**src/mam_pkg.sv**
```systemverilog
package mam_pkg;

    // ------------------------------------------------------------
    // Widths
    // ------------------------------------------------------------
    localparam int ACC_W = 40;
    localparam int DATA_W = 16;
    localparam int PROD_W = 32;
    localparam int WIDE_W = 42;
    localparam int ADDR_W = 16;
    localparam int WB_ADR_W = 8;
    localparam int LOW_W = 16;

    // ------------------------------------------------------------
    // Instruction encoding
    // ------------------------------------------------------------
    localparam logic [7:0] OPC_PREFIX = 8'h93;
    localparam logic [7:0] SUB_ADD = 8'hd8;
    localparam logic [7:0] SUB_ADD_RND = 8'hd9;
    localparam logic [7:0] SUB_SUB = 8'he8;
    localparam logic [2:0] QQQ_KEEP = 3'h0;
    localparam logic [ACC_W-1:0] ROUND_CONST = 40'h00_0000_8000;
    localparam logic [ACC_W-1:0] ACC_MAX = 40'h7f_ffff_ffff;
    localparam logic [ACC_W-1:0] ACC_MIN = 40'h80_0000_0000;

    // ------------------------------------------------------------
    // Register map (byte addresses)
    // ------------------------------------------------------------
    localparam logic [WB_ADR_W-1:0] REG_CTRL = 8'h00;
    localparam logic [WB_ADR_W-1:0] REG_FLAGS = 8'h04;
    localparam logic [WB_ADR_W-1:0] REG_ACC_LO = 8'h08;
    localparam logic [WB_ADR_W-1:0] REG_ACC_EXT = 8'h0c;
    localparam logic [WB_ADR_W-1:0] REG_IRQ_STAT = 8'h10;
    localparam logic [WB_ADR_W-1:0] REG_IRQ_MASK = 8'h14;
    localparam int CTRL_MP_BIT = 0;
    localparam int CTRL_SAT_BIT = 1;
    localparam logic [6:0] FLAG_W1C_MASK = 7'h28;

    // ------------------------------------------------------------
    // Types
    // ------------------------------------------------------------
    typedef struct packed {
        logic overflow_flag;
        logic saturation_limit_flag;
        logic extension_used_flag;
        logic sticky_overflow_flag;
        logic carry_flag;
        logic zero_flag;
        logic negative_flag;
    } mam_flags_t;

    typedef struct packed {
        logic illegal;
        logic saturated;
        logic overflow;
        logic done;
    } mam_irq_t;

    typedef enum logic [3:0] {
        ST_IDLE = 4'h1,
        ST_READ = 4'h2,
        ST_LOAD = 4'h4,
        ST_WRITE = 4'h8
    } mam_state_t;

    typedef struct packed {
        logic valid;
        logic [31:0] word;
        logic [DATA_W-1:0] op_a;
        logic [DATA_W-1:0] op_b;
        logic [ADDR_W-1:0] index_pointer;
        logic [ADDR_W-1:0] index_step;
    } mam_req_t;

    typedef struct packed {
        logic rd_en;
        logic [ADDR_W-1:0] rd_addr;
        logic wr_en;
        logic [ADDR_W-1:0] wr_addr;
        logic [DATA_W-1:0] wr_data;
    } mam_ram_t;

endpackage : mam_pkg

```
**src/mam_core.sv**
```systemverilog
// Summary of operation
// - Code 93 xx D8 yy is add-with-move; byte two pointers, byte four pointer ops.
// - Code 93 xx D9 yy is the rounding add-with-move, same field layout.
// - Signed 16x16 product to 32 bits, sign-extended to accumulator width.
// - Product shift mode set doubles the extended product before accumulating.
// - Add form: accumulator plus prepared product stored back.
// - Subtract form: accumulator minus prepared product stored back.
// - In parallel, word at index pointer is copied elsewhere in dual-port RAM.
// - Move destination comes from the index pointer modification.
// - Add form: overflow flag set if result exceeds 40 signed bits, else cleared.
// - Subtract form: overflow flag set on underflow beyond 40 bits, else cleared.
// - Saturation flag set when result is saturated, otherwise unchanged.
// - Extension-used flag set when bits above low 32 matter, else cleared.
// - Sticky overflow set on any overflow or underflow, otherwise unchanged.
// - Carry flag set on add carry or subtract borrow, else cleared.
// - Zero flag set when stored result is zero, else cleared.
// - Negative flag follows bit 39 of the stored result.
// - Rounding variant adds 00 0000 8000h before storing.
// - Rounding variant clears the accumulator low word.
//
// Added by the designer: the Wishbone slave port and the placing of the registers.
module mam_core
    import mam_pkg::*;
(
    input wire logic mclk,
    input wire logic reset_n,
    input wire logic cyc_i,
    input wire logic stb_i,
    input wire logic we_i,
    input wire logic [mam_pkg::WB_ADR_W-1:0] adr_i,
    input wire logic [31:0] dat_i,
    input wire logic [3:0] sel_i,
    output logic [31:0] dat_o,
    output logic ack_o,
    input mam_pkg::mam_req_t host_req,
    output logic host_ready,
    output logic op_done,
    output mam_pkg::mam_ram_t ram_req,
    input wire logic [mam_pkg::DATA_W-1:0] ram_rd_data,
    output mam_pkg::mam_flags_t flags,
    output logic [mam_pkg::ACC_W-1:0] wide_accumulator,
    output logic irq
);
    import mam_pkg::*;

    // ------------------------------------------------------------
    // State
    // ------------------------------------------------------------
    typedef struct packed {
        mam_state_t st;
        logic [ACC_W-1:0] acc;
        mam_flags_t flags;
        logic product_shift_mode;
        logic sat_enable;
        mam_irq_t irq_stat;
        mam_irq_t irq_mask;
        logic ack;
        logic [31:0] dat;
        logic [ADDR_W-1:0] move_dest;
        mam_ram_t ram;
        logic done;
    } mam_core_state_t;

    mam_core_state_t r_reg;
    mam_core_state_t r_next;

    // ------------------------------------------------------------
    // Helpers
    // ------------------------------------------------------------
    function automatic logic fits_acc(input logic [WIDE_W-1:0] v);
        fits_acc = (v[WIDE_W-1:ACC_W-1] == '0) || (v[WIDE_W-1:ACC_W-1] == '1);
    endfunction : fits_acc

    function automatic logic [WIDE_W-1:0] widen(input logic [ACC_W-1:0] v);
        widen = {{(WIDE_W-ACC_W){v[ACC_W-1]}}, v};
    endfunction : widen

    logic go;
    logic legal;
    logic is_add;
    logic is_rnd;
    logic is_sub;
    logic signed [PROD_W-1:0] prod;
    logic [WIDE_W-1:0] prep;
    logic [WIDE_W-1:0] rnd;
    logic [WIDE_W-1:0] raw;
    logic [ACC_W:0] ucarry;
    logic ovf;
    logic carry;
    logic sat;
    logic [ACC_W-1:0] res;
    logic wb_req;
    logic wb_wr;
    mam_flags_t fl;
    mam_irq_t ev;
    logic [6:0] flag_clr;
    logic [3:0] irq_clr;

    // ------------------------------------------------------------
    // Next state
    // ------------------------------------------------------------
    always_comb begin
        r_next = r_reg;
        ev = '0;
        flag_clr = '0;
        irq_clr = '0;
        r_next.done = 1'b0;
        r_next.ram.rd_en = 1'b0;
        r_next.ram.wr_en = 1'b0;

        // Decode of the host request
        go = host_req.valid && (r_reg.st == ST_IDLE);
        is_add = (host_req.word[15:8] == SUB_ADD) || (host_req.word[15:8] == SUB_ADD_RND);
        is_rnd = host_req.word[15:8] == SUB_ADD_RND;
        is_sub = host_req.word[15:8] == SUB_SUB;
        legal = (host_req.word[31:24] == OPC_PREFIX) && (is_add || is_sub);

        // Product, widened by two guard bits so overflow is visible
        prod = $signed(host_req.op_a) * $signed(host_req.op_b);
        prep = {{(WIDE_W-PROD_W){prod[PROD_W-1]}}, prod};
        if (r_reg.product_shift_mode) begin
            prep = {prep[WIDE_W-2:0], 1'b0};
        end
        rnd = is_rnd ? widen(ROUND_CONST) : '0;
        if (is_sub) begin
            raw = widen(r_reg.acc) - prep;
            carry = r_reg.acc < prep[ACC_W-1:0];
            ucarry = '0;
        end else begin
            raw = widen(r_reg.acc) + prep + rnd;
            ucarry = {1'b0, r_reg.acc} + {1'b0, prep[ACC_W-1:0]} + {1'b0, rnd[ACC_W-1:0]};
            carry = ucarry[ACC_W];
        end
        ovf = !fits_acc(raw);
        sat = ovf && r_reg.sat_enable;
        if (sat) begin
            res = raw[WIDE_W-1] ? ACC_MIN : ACC_MAX;
        end else begin
            res = raw[ACC_W-1:0];
        end
        if (is_rnd) begin
            res[LOW_W-1:0] = '0;
        end

        // Wishbone: ack one cycle after the strobe; writes land with ack
        wb_req = cyc_i && stb_i;
        wb_wr = wb_req && we_i && r_reg.ack;
        r_next.ack = wb_req && !r_reg.ack;
        if (wb_req && !r_reg.ack) begin
            unique case (adr_i)
                REG_CTRL: r_next.dat = 32'({r_reg.sat_enable, r_reg.product_shift_mode});
                REG_FLAGS: r_next.dat = 32'(r_reg.flags);
                REG_ACC_LO: r_next.dat = r_reg.acc[31:0];
                REG_ACC_EXT: r_next.dat = 32'(r_reg.acc[ACC_W-1:32]);
                REG_IRQ_STAT: r_next.dat = 32'(r_reg.irq_stat);
                REG_IRQ_MASK: r_next.dat = 32'(r_reg.irq_mask);
                default: r_next.dat = 32'h0000_0000;
            endcase
        end
        if (wb_wr) begin
            unique case (adr_i)
                REG_CTRL: begin
                    if (sel_i[0]) begin
                        r_next.product_shift_mode = dat_i[CTRL_MP_BIT];
                        r_next.sat_enable = dat_i[CTRL_SAT_BIT];
                    end
                end
                REG_FLAGS: begin
                    if (sel_i[0]) begin
                        flag_clr = dat_i[6:0] & FLAG_W1C_MASK;
                    end
                end
                REG_ACC_LO: begin
                    for (int b = 0; b < 4; b++) begin
                        if (sel_i[b]) begin
                            r_next.acc[8*b +: 8] = dat_i[8*b +: 8];
                        end
                    end
                end
                REG_ACC_EXT: begin
                    if (sel_i[0]) begin
                        r_next.acc[ACC_W-1:32] = dat_i[7:0];
                    end
                end
                REG_IRQ_STAT: begin
                    if (sel_i[0]) begin
                        irq_clr = dat_i[3:0];
                    end
                end
                REG_IRQ_MASK: begin
                    if (sel_i[0]) begin
                        r_next.irq_mask = mam_irq_t'(dat_i[3:0]);
                    end
                end
                default: begin
                end
            endcase
        end
        // Sticky flags: a clear and a set in one cycle leave the flag set
        fl = mam_flags_t'(7'(r_reg.flags) & ~flag_clr);

        // Instruction execution; it beats a software write to the accumulator
        unique case (r_reg.st)
            ST_IDLE: begin
                if (go && !legal) begin
                    ev.illegal = 1'b1;
                end else if (go) begin
                    r_next.acc = res;
                    fl.overflow_flag = ovf;
                    fl.saturation_limit_flag = fl.saturation_limit_flag | sat;
                    fl.extension_used_flag = !((res[ACC_W-1:31] == '0) ||
                        (res[ACC_W-1:31] == '1));
                    fl.sticky_overflow_flag = fl.sticky_overflow_flag | ovf;
                    fl.carry_flag = carry;
                    fl.zero_flag = res == '0;
                    fl.negative_flag = res[ACC_W-1];
                    ev.overflow = ovf;
                    ev.saturated = sat;
                    // Destination follows the pointer operation of byte four
                    if (host_req.word[2:0] == QQQ_KEEP) begin
                        r_next.move_dest = host_req.index_pointer;
                    end else begin
                        r_next.move_dest = host_req.index_pointer + host_req.index_step;
                    end
                    r_next.ram.rd_en = 1'b1;
                    r_next.ram.rd_addr = host_req.index_pointer;
                    r_next.st = ST_READ;
                end
            end
            ST_READ: begin
                r_next.st = ST_LOAD;
            end
            ST_LOAD: begin
                // Synchronous RAM: read data valid one cycle after the read strobe
                r_next.ram.wr_en = 1'b1;
                r_next.ram.wr_addr = r_reg.move_dest;
                r_next.ram.wr_data = ram_rd_data;
                r_next.done = 1'b1;
                r_next.st = ST_WRITE;
            end
            ST_WRITE: begin
                ev.done = 1'b1;
                r_next.st = ST_IDLE;
            end
            default: begin
                r_next.st = ST_IDLE;
            end
        endcase
        r_next.flags = fl;
        r_next.irq_stat = mam_irq_t'((4'(r_reg.irq_stat) & ~irq_clr) | 4'(ev));
    end

    always_ff @(posedge mclk or negedge reset_n) begin
        if (!reset_n) begin
            r_reg <= '{st: ST_IDLE, default: '0};
        end else begin
            r_reg <= r_next;
        end
    end

    // ------------------------------------------------------------
    // Outputs
    // ------------------------------------------------------------
    assign dat_o = r_reg.dat;
    assign ack_o = r_reg.ack;
    // Accepting only in idle keeps the RAM copy free of overlap
    assign host_ready = r_reg.st == ST_IDLE;
    assign op_done = r_reg.done;
    assign ram_req = r_reg.ram;
    assign flags = r_reg.flags;
    assign wide_accumulator = r_reg.acc;
    assign irq = |(r_reg.irq_stat & r_reg.irq_mask);
endmodule : mam_core

```
**config.mk**
```make
export PLATFORM = sky130hd
export DESIGN_NAME = mam_core
export DESIGN_NICKNAME = d
export VERILOG_FILES = /design/src/mam_pkg.sv /design/src/mam_core.sv
export SDC_FILE = /design/constraint.sdc
export NUM_CORES = 1
export LEC_CHECK = 0
export BUFFER_PORTS_ARGS = -buffer_cell sky130_fd_sc_hd__buf_2
export CELL_PAD_IN_SITES_DETAIL_PLACEMENT = 0
export CELL_PAD_IN_SITES_GLOBAL_PLACEMENT = 1
export CORE_ASPECT_RATIO = 1.75
export CORE_MARGIN = 2
export CORE_UTILIZATION = 30
export DETAILED_ROUTE_END_ITERATION = 6
export PLACE_DENSITY = 0.66
export SLEW_MARGIN = 15
export SYNTH_ARGS = -nofsm -noshare
export SYNTH_HDL_FRONTEND = slang
export SYNTH_SLANG_ARGS = --single-unit
```
**constraint.sdc**
```tcl
create_clock -name mclk -period 5.55 [get_ports mclk]
set_input_delay 0.8325 -clock mclk [delete_from_list [all_inputs] [get_ports mclk]]
set_output_delay 0.8325 -clock mclk [all_outputs]
set_load 0.02 [all_outputs]
```
# ---- Word-level counts from Yosys, hierarchy flattened
# Index checks and enable logic that the tools add are counted.
dict set report classes {
  bitwise_logic 9
  n_mul 1
  order_cmp 1
  addsub 6
  n_reduce_logical 26
  n_mux 39
  n_eq_ne 17
}
# op count
set ops {}
lappend ops {{one-hot mux 32 bit (6 select lines)} 1}
lappend ops {{two-way mux 40 bit} 4}
lappend ops {{two-way mux 44 bit} 2}
lappend ops {{two-way mux 32 bit} 2}
lappend ops {{two-way mux 17 bit} 3}
lappend ops {{two-way mux 16 bit} 3}
lappend ops {{two-way mux 8 bit} 6}
lappend ops {{adder 42 x 16 -> 42 bit} 1}
lappend ops {{two-way mux 42 bit} 1}
lappend ops {{adder 40 x 33 -> 41 bit} 1}
lappend ops {{adder 40 x 40 -> 41 bit} 1}
lappend ops {{adder 41 x 16 -> 41 bit} 1}
lappend ops {{subtractor 40 x 33 -> 41 bit} 1}
lappend ops {{logical NOT 40 bit} 1}
lappend ops {{less-than comparator 40 bit} 1}
lappend ops {{two-way mux 34 bit} 1}
lappend ops {{equality test 8 bit, second input constant} 4}
lappend ops {{multiplier 16 x 16 -> 32 bit} 1}
lappend ops {{two-way mux 7 bit} 3}
lappend ops {{two-way mux 6 bit} 3}
lappend ops {{adder 16 bit} 1}
lappend ops {{equality test 8 x 4 -> 1 bit, second input constant} 2}
lappend ops {{equality test 8 x 5 -> 1 bit, second input constant} 2}
lappend ops {{two-way mux 4 bit} 3}
lappend ops {{29 further kinds} 50}
dict set report totals {
  register_bits 161
  out_inout_bits 133
  input_bits 162
  elab_cells 127
}

# ---- Longest topological paths before layout
# Gate-level depths: netlist of the first run.
dict set report logic_depth {
  depth_word 16
  mapped_depth 47
  mapped_depth_nobuf 44
}

# ---- Worst setup path after synthesis of the first run
# Ideal clock, no wire load.
dict set report synth_timing {
  path_kind {in2reg}
  from {input port host_req[47] in the netlist's numbering}
  to {register r_reg, in the netlist flags[1]}
  setup_ns 0.092
  t_required_ns 5.458
  slack_ns -5.911
  cell_stages 41
  t_arrival_ns 11.369
  path_buffers 3
  cell_sequence {inv_1 > clkbuf_1 > nor2_1 > fa_1 > fa_1 > fa_1 > fa_1 > fa_1 > inv_1 > fa_1 > inv_1 > ha_1 > o21a_1 > o21ai_0 > nand2b_1 > and3_1 > o22a_1 > o311ai_0 > [... 5 more ...] > xnor2_1 > inv_1 > fa_1 > o31ai_1 > nor3_1 > a21o_1 > a211oi_2 > and4_1 > clkbuf_1 > nand4_1 > o211ai_2 > nand3_2 > or4_4 > buf_6 > a311oi_1 > nand4b_1 > a211o_1 > o31ai_2}
}
dict set report synth_via {
  elab_chain_len 15
  word_cells_on_any_way 18
  cone_classes {3 x add/sub; 1 x mul; 1 x eq/ne; 8 x mux; 5 x reduce/logical}
}
# element line
set synth_lines {}
lappend synth_lines {{start: declaration} mam_core.sv:35} ;# input mam_pkg::mam_req_t host_req,
lappend synth_lines {{multiplier 16 x 16 -> 32 bit *} mam_core.sv:119} ;# prod = $signed(host_req.op_a) * $signed(host_req.op_b);
lappend synth_lines {{two-way mux 32 bit} mam_core.sv:121} ;# if (r_reg.product_shift_mode) begin
lappend synth_lines {{adder 40 x 33 -> 41 bit} mam_core.sv:130} ;# raw = widen(r_reg.acc) + prep + rnd;
lappend synth_lines {{adder 42 x 16 -> 42 bit} mam_core.sv:130}
lappend synth_lines {{two-way mux 42 bit *} mam_core.sv:125} ;# if (is_sub) begin
lappend synth_lines {{equality test 3 bit or logical NOT 3 bit (tied branches)} mam_core.sv:71} ;# fits_acc = (v[WIDE_W-1:ACC_W-1] == '0) || (v[WIDE_W-1:ACC_W-1] == '1);
lappend synth_lines {{logical OR 1 bit} mam_core.sv:71}
lappend synth_lines {{logical NOT 1 bit} mam_core.sv:134} ;# ovf = !fits_acc(raw);
lappend synth_lines {{logical AND 1 bit} mam_core.sv:135} ;# sat = ovf && r_reg.sat_enable;
lappend synth_lines {{two-way mux 40 bit *} mam_core.sv:136} ;# if (sat) begin
lappend synth_lines {{two-way mux 16 bit} mam_core.sv:141} ;# if (is_rnd) begin
lappend synth_lines {{logical NOT 40 bit *} mam_core.sv:215} ;# fl.zero_flag = res == '0;
lappend synth_lines {{two-way mux 7 bit *} mam_core.sv:207} ;# end else if (go) begin
lappend synth_lines {{two-way mux 7 bit *} mam_core.sv:205} ;# if (go && !legal) begin
lappend synth_lines {{two-way mux 7 bit *} mam_core.sv:203} ;# unique case (r_reg.st)
lappend synth_lines {{end signal: assignment} mam_core.sv:257} ;# r_reg <= r_next;
lappend synth_lines {{end: declaration} mam_core.sv:64} ;# mam_core_state_t r_reg;
# Mark *: on every way between the ends. The rest lies on a longest branch, timed or not.
# A chain may end at the register's enable or synchronous reset.

# ---- Final worst setup path of the first run
dict set report layout_timing {
  from {input port host_req[38] in the netlist's numbering}
  to {register r_reg, in the netlist flags[4]}
}
dict set report layout_via {
  elab_chain_len 16
  word_cells_on_any_way 20
  cone_classes {3 x add/sub; 1 x mul; 2 x eq/ne; 7 x mux; 7 x reduce/logical}
}
# element line
set layout_lines {}
lappend layout_lines {{multiplier 16 x 16 -> 32 bit *} mam_core.sv:119}
lappend layout_lines {{two-way mux 32 bit} mam_core.sv:121}
lappend layout_lines {{adder 40 x 33 -> 41 bit} mam_core.sv:130}
lappend layout_lines {{adder 42 x 16 -> 42 bit} mam_core.sv:130}
lappend layout_lines {{two-way mux 42 bit *} mam_core.sv:125}
lappend layout_lines {{equality test 3 bit or logical NOT 3 bit (tied branches)} mam_core.sv:71}
lappend layout_lines {{logical OR 1 bit} mam_core.sv:71}
lappend layout_lines {{logical NOT 1 bit} mam_core.sv:134}
lappend layout_lines {{logical AND 1 bit} mam_core.sv:135}
lappend layout_lines {{two-way mux 40 bit *} mam_core.sv:136}
lappend layout_lines {{equality test 9 bit or logical NOT 9 bit (tied branches)} {mam_core.sv:212, mam_core.sv:211}}
lappend layout_lines {{logical OR 1 bit *} mam_core.sv:211} ;# fl.extension_used_flag = !((res[ACC_W-1:31] == '0) ||
lappend layout_lines {{logical NOT 1 bit *} mam_core.sv:211}
lappend layout_lines {{two-way mux 7 bit *} mam_core.sv:207}
lappend layout_lines {{two-way mux 7 bit *} mam_core.sv:205}
lappend layout_lines {{two-way mux 7 bit *} mam_core.sv:203}
# Marked as above.

==> metrics, run 1 <==
Worst EP required=around 6000 ps; Hold Path Class=in -> async; initial detailed-routing violation count=between 1000 and 1500; die area=between 90000 and 100000 um^2; Seq/Total Area, Yosys=15.14%; CTS buffer count=17; final setup margin=-4944 ps; DR vias=roughly 25000; routed length per instance=around 20 um; Root Buffer Master=clkbuf_16; Worst Skew=between 20 and 25 ps; fmax=between 90 and 100 MHz; Slew Limit Fails=0; failing checks=setup timing; Critical Path Source=host_req[38]; chip width=around 230 um; antenna cells=0; GRT overflow=0; # rows=approximately 140; CP arrival=between 10000 and 15000 ps; overall global routing resource usage=22.38%; most common cell after layout, fill and taps aside=buf_4; CTS clk-pin slew, worst paths=approximately 90 ps; Tcrit/Tclk final=189.1%; vias in the first global route=between 20000 and 30000; Vias/cell=4.888; Mapped Area=about 26000 um^2; Post-Route WL=roughly 100000 um; Largest register FFs=49; Layout Nets=around 4500; syn_area_per_cell=about 8.6 um^2; core area=87740 um^2; RSZ-0062 raised after global routing=true; TritonCTS clock tree=done; Synth Instances=just over 3000; Least-Margin Pin Slew=about 1100 ps; Slew HR=a little over a quarter; initial antenna violation count=9; number of flops mapped to enable cells by yosys=0; Hold Worst Slack=approximately 290 ps; top_reg_cell synth=dfrtp_1; setup_tns=-231810 ps; CP Capture Type=flip-flop; Clk Latency, worst-skew pair=~530 ps; htree depth=4; Startpoint Class=input pin; CP Max Fanout=7; Setup crit end=flags[4]; hold_buf cts=0; final setup vio count=49; clock period minus worst slack=10490 ps; IO buf count=~280; chip height=between 300 and 400 um; CP max stage cell=or4_4; max_cap viols=0; Top cell by count, worst path=fa_1; fraction of layout cells with a size suffix above 1=between 30% and 40%; IO Count=between 200 and 300; reg2reg path depth=21; first-pass GRT wire length=153800 um; CTS sink cnt=160; Area Overhead vs Synth=33.60%; FF-to-FF End=flags[1]; R2R setup slack=-540 ps; Yosys reg bits=160; Synth cell types=~100; R2R Path Start=r_reg[109]; most frequent cells in the layout=662 x buf_4, 452 x inv_1, 333 x nand2_1; CTS Buffer Depth=2; HPWL Detailed=84550 um; max incr delay on CP=around 570 ps; Synth top area share=22.85%; Residual DRC=0; Synth area leaders=fa_1 23%, dfrtp_1 15%, ha_1 11%; post-synth net total=between 3000 and 4000; Starting Density=30.15%; Final Hold Viols=0; drt first pass iters=6; remaining antenna violation count=0; Crit Path Class=in -> reg; routability cong.=between 0.9 and 1; status=complete, but fails checks; yosys warns=0; Async SR Flop Fraction=100.0%; Synth area leader=fa_1; largest net degree at the start of global routing=about 110
worst min path at each step:
stage / startpoint / to / depth (start not counted)
global route: reset_n / ram_req[38] / 1
global placement: dat_o[15] / dat_o[15] / 2
detailed placement: dat_o[15] / dat_o[15] / 2
CTS: reset_n / ram_req[38] / 1
finish: reset_n / ram_req[38] / 1
floorplan: dat_o[11] / dat_o[11] / 2
final cells by class:
type	count	area, um^2
well taps	1168	1461
clock buffers	18	439.2
inverters	477	1795
fillers	9043	52400
clock inverters	14	187.7
repair buffers	978	7030
flip-flops and latches	160	4006
multi-input cells	2204	20430
layer usage:
metal	GRT usage, %	share of wire (%)	routed length (um)
met1	21.93	35	34950
met3	4.004	4.5	4587
met2	43.20	54	54570
met4	13.48	6.7	6727
met5	0	0.091	92
repair_timing:
item                       CTS  global route
setup buffers               21            20
pin swaps                   78            94
resized for setup          132           148
setup endpoints to repair   49            49
cloned                       5             1
hold endpoints to repair     0             0
cell usage after synthesis, drive strengths merged, types with 21 or more instances:
| cell | instances |
|---|---|
| o211ai | 37 |
| o31ai | 27 |
| xor2 | 33 |
| o21bai | 24 |
| nand3 | 48 |
| a21oi | 127 |
| and2 | 146 |
| clkbuf | 92 |
| o21ai | 150 |
| xnor2 | 78 |
| mux2 | 64 |
| a21o | 29 |
| nand2 | 346 |
| nor3 | 47 |
| buf | 157 |
| fa | 302 |
| o21a | 22 |
| nor4 | 23 |
| inv | 475 |
| nand2b | 21 |
| mux2i | 54 |
| nor2 | 129 |
| ha | 226 |
| dfrtp | 159 |
worst max-delay path: cells and delay by family:
| kind | cells | cell delay, ps |
|---|---|---|
| buf+inv | 10 | 950 |
| xor+xnor | 1 | 120 |
| fa+ha+maj | 8 | 3720 |
| simple gates | 14 | 2990 |
| compound gates | 13 | 2250 |
kinds of logic after synthesis:
group,count (synthesis),synth area share [%]
multiplexers,118,4.767
buffers and inverters,726,12.28
flip-flops,160,15.14
adder cells (fa/ha/maj),528,33.54
AO/OA/AOI/OAI,551,13.73
XOR/XNOR,111,3.675
AND/OR/NAND/NOR,893,16.87
through the flow:
step                      setup WS (ps)  instances  utilization (%)  cell area (um^2)
final                             -4944       5019            40.28             35350
after global routing              -5246       5019            40.28             35350
after CTS                         -4943       5001            39.43             34600
after detailed placement          -5935       4943            37.87             33230
after global placement            -5938       4943            37.87             33230
after floorplan                   -5067       3087                -             26930
Power of run 1 is left out: the tool's default activity adds up to more than one toggle a clock period on the data nets, which glitch-free logic cannot reach.
==> run 2, diff against run 1 <==
- ABC_AREA: default -> 1
- PLACE_DENSITY: 0.66 -> 0.68
- RECOVER_POWER: default -> 50
==> metrics, run 2 <==
Final Hold Viols=0; failing checks=capacitance limit, slew limit, setup timing; Post-Route WL=120900 um; CP Capture Type=flip-flop; Mapped Area=27800 um^2; post-synth net total=4649; Startpoint Class=input pin; die area=about 95000 um^2; Seq/Total Area, Yosys=approximately 14%; FF-to-FF End=flags[1]; CTS Buffer Depth=2; yosys warns=0; R2R Path Start=r_reg[109]; most frequent cells in the layout=850 x inv_1, 807 x nand2_1, 752 x buf_4; CP arrival=roughly 9600 ps; CTS sink cnt=160; final setup vio count=49; Root Buffer Master=clkbuf_16; initial antenna violation count=3; status=complete, but fails checks; number of flops mapped to enable cells by yosys=0; Synth cell types=60; drt first pass iters=7; Largest register FFs=~50; final setup margin=-3575 ps; Synth Instances=approximately 4000; fraction of layout cells with a size suffix above 1=between 30% and 40%; worst min-delay path startpoint=ram_req[37]; HPWL Detailed=around 100000 um; Yosys reg bits=160; Synth top area share=a little over a fifth; initial detailed-routing violation count=between 1000 and 1500; TritonCTS clock tree=done; Vias/cell=around 4.7; Synth area leaders=fa_1 22%, dfrtp_1 14%, nand2_1 13%; IO Count=around 300; max incr delay on CP=about 550 ps; Area Overhead vs Synth=40.89%; R2R setup slack=~310 ps; Hold Path Class=reg -> reg; non-filler instance count after layout=between 6000 and 7000; first-pass GRT wire length=around 180000 um; Hold Path End=ram_req[37]; Worst EP required=5990 ps; Tcrit/Tclk final=164.4%; Slew Limit Fails=217; reg2reg path depth=37; placed cell count=5944; top_reg_cell synth=dfrtp_1; Commonest cells post-synth=948 x nand2_1, 878 x inv_1, 302 x fa_1; hold_buf cts=0; Async SR Flop Fraction=100.0%; CTS buffer count=17; remaining antenna violation count=0; core area=roughly 92000 um^2; Top cell by count, worst path=inv_1; Layout Nets=5521; routed length per instance=~20 um; largest net degree at the start of global routing=around 100; CP Buf/Inv Count=15; vias in the first global route=30260; clock period minus worst slack=9125 ps; overall global routing resource usage=~26%; RSZ-0062 raised after global routing=true; chip height=approximately 400 um; Slew HR=-72.99%; Clk Latency, worst-skew pair=approximately 500 ps; Least-Margin Pin Slew=2595 ps; most common cell after layout, fill and taps aside=inv_1; Synth area leader=fa_1; fmax=~110 MHz; routability cong.=slightly above 1; IO buf count=around 280; count leader, synth=nand2_1; Crit Path Class=in -> reg; GRT overflow=0; syn_area_per_cell=between 7 and 8 um^2; # rows=between 100 and 150; chip width=around 230 um; DR vias=~28000; CP max stage cell=fa_1; CTS clk-pin slew, worst paths=around 100 ps; max_cap viols=4; htree depth=4; Residual DRC=0; Worst Skew=25.32 ps; cell family with most CP delay=adder cells; CP Max Fanout=7; hold path depth=2; Starting Density=a little under a third
==> run 2: changes by cell type after synthesis, sizes merged, moves of 73 or more <==
cell / previous run / this run
nand3: 48 / 134
nor2: 129 / 280
nand2: 346 / 980
and2: 146 / 2
a21oi: 127 / 200
inv: 475 / 888
==> run 2: repair_timing <==
item                                    CTS  global route
resized for setup                       366           292
endpoints found under the setup margin   49            49
gates cloned                              5             0
pin swaps                               116           169
setup buffers                            41            30
==> run 2: per-stage QoR <==
stage | hold slack, ps | utilization, % | worst slack [ps] | setup TNS, ps | instance area [um^2]
floorplan | 441.9 | - | -3250 | -148990 | 28400
global placement | 449.4 | 38.65 | -4910 | -219670 | 35470
detailed placement | 455.1 | 38.65 | -4840 | -217140 | 35470
CTS | 432.4 | 41.29 | -3653 | -163880 | 37890
global route | 493.8 | 42.66 | -3973 | -178400 | 39160
finish | 479.2 | 42.67 | -3575 | -158510 | 39170
==> run 2: worst reg2reg max path, delay by kind of cell (launching register included) <==
kind,cells,cell delay (ps)
flops,1,420
buf+inv,10,1380
simple gates,22,2260
compound gates,3,480
fa+ha+maj,2,670
==> run 2: worst max-delay path by stage <==
stage / slack, ps / depth (start not counted) / from / to
floorplan: -3250 / 64 / host_req[34] / flags[1]
global placement: -4910 / 56 / host_req[58] / flags[1]
detailed placement: -4840 / 56 / host_req[58] / flags[1]
CTS: -3650 / 67 / host_req[36] / flags[1]
global route: -3970 / 57 / host_req[36] / flags[1]
finish: -3580 / 48 / host_req[51] / flags[1]
==> run 2: kinds of logic after synthesis <==
kind of cell	share of synthesized area, %
and+or+nand+nor	22.16
buffers and inverters	17.47
adders and majority gates	31.92
DFF	14.41
AOI/OAI and AO/OA	11.60
muxes	0.07652
xor gates and xnor gates	2.363
==> run 2: layer usage <==
| metal | GRT usage (%) | share of wire (%) | vias to the layer above |
|---|---|---|---|
| met3 | 2.727 | 3.0 | 307 |
| met5 | 0 | 0.022 | - |
| li1 | - | - | 13680 |
| met2 | 49.71 | 55 | 617 |
| met1 | 23.87 | 32 | 13630 |
| met4 | 21.25 | 9.7 | 4 |
==> run 2: cell type report <==
class	instances	area, um^2
Fill cell	9519	52610
Antenna cell	3	7.507
Tap cell	1192	1491
Clock buffer	17	425.4
Sequential cell	160	4005
Timing Repair Buffer	1110	8262
Clock inverter	15	203.9
Multi-Input combinational cell	2650	21410
Inverter	892	3364
Power of run 2 is left out for the same reason.
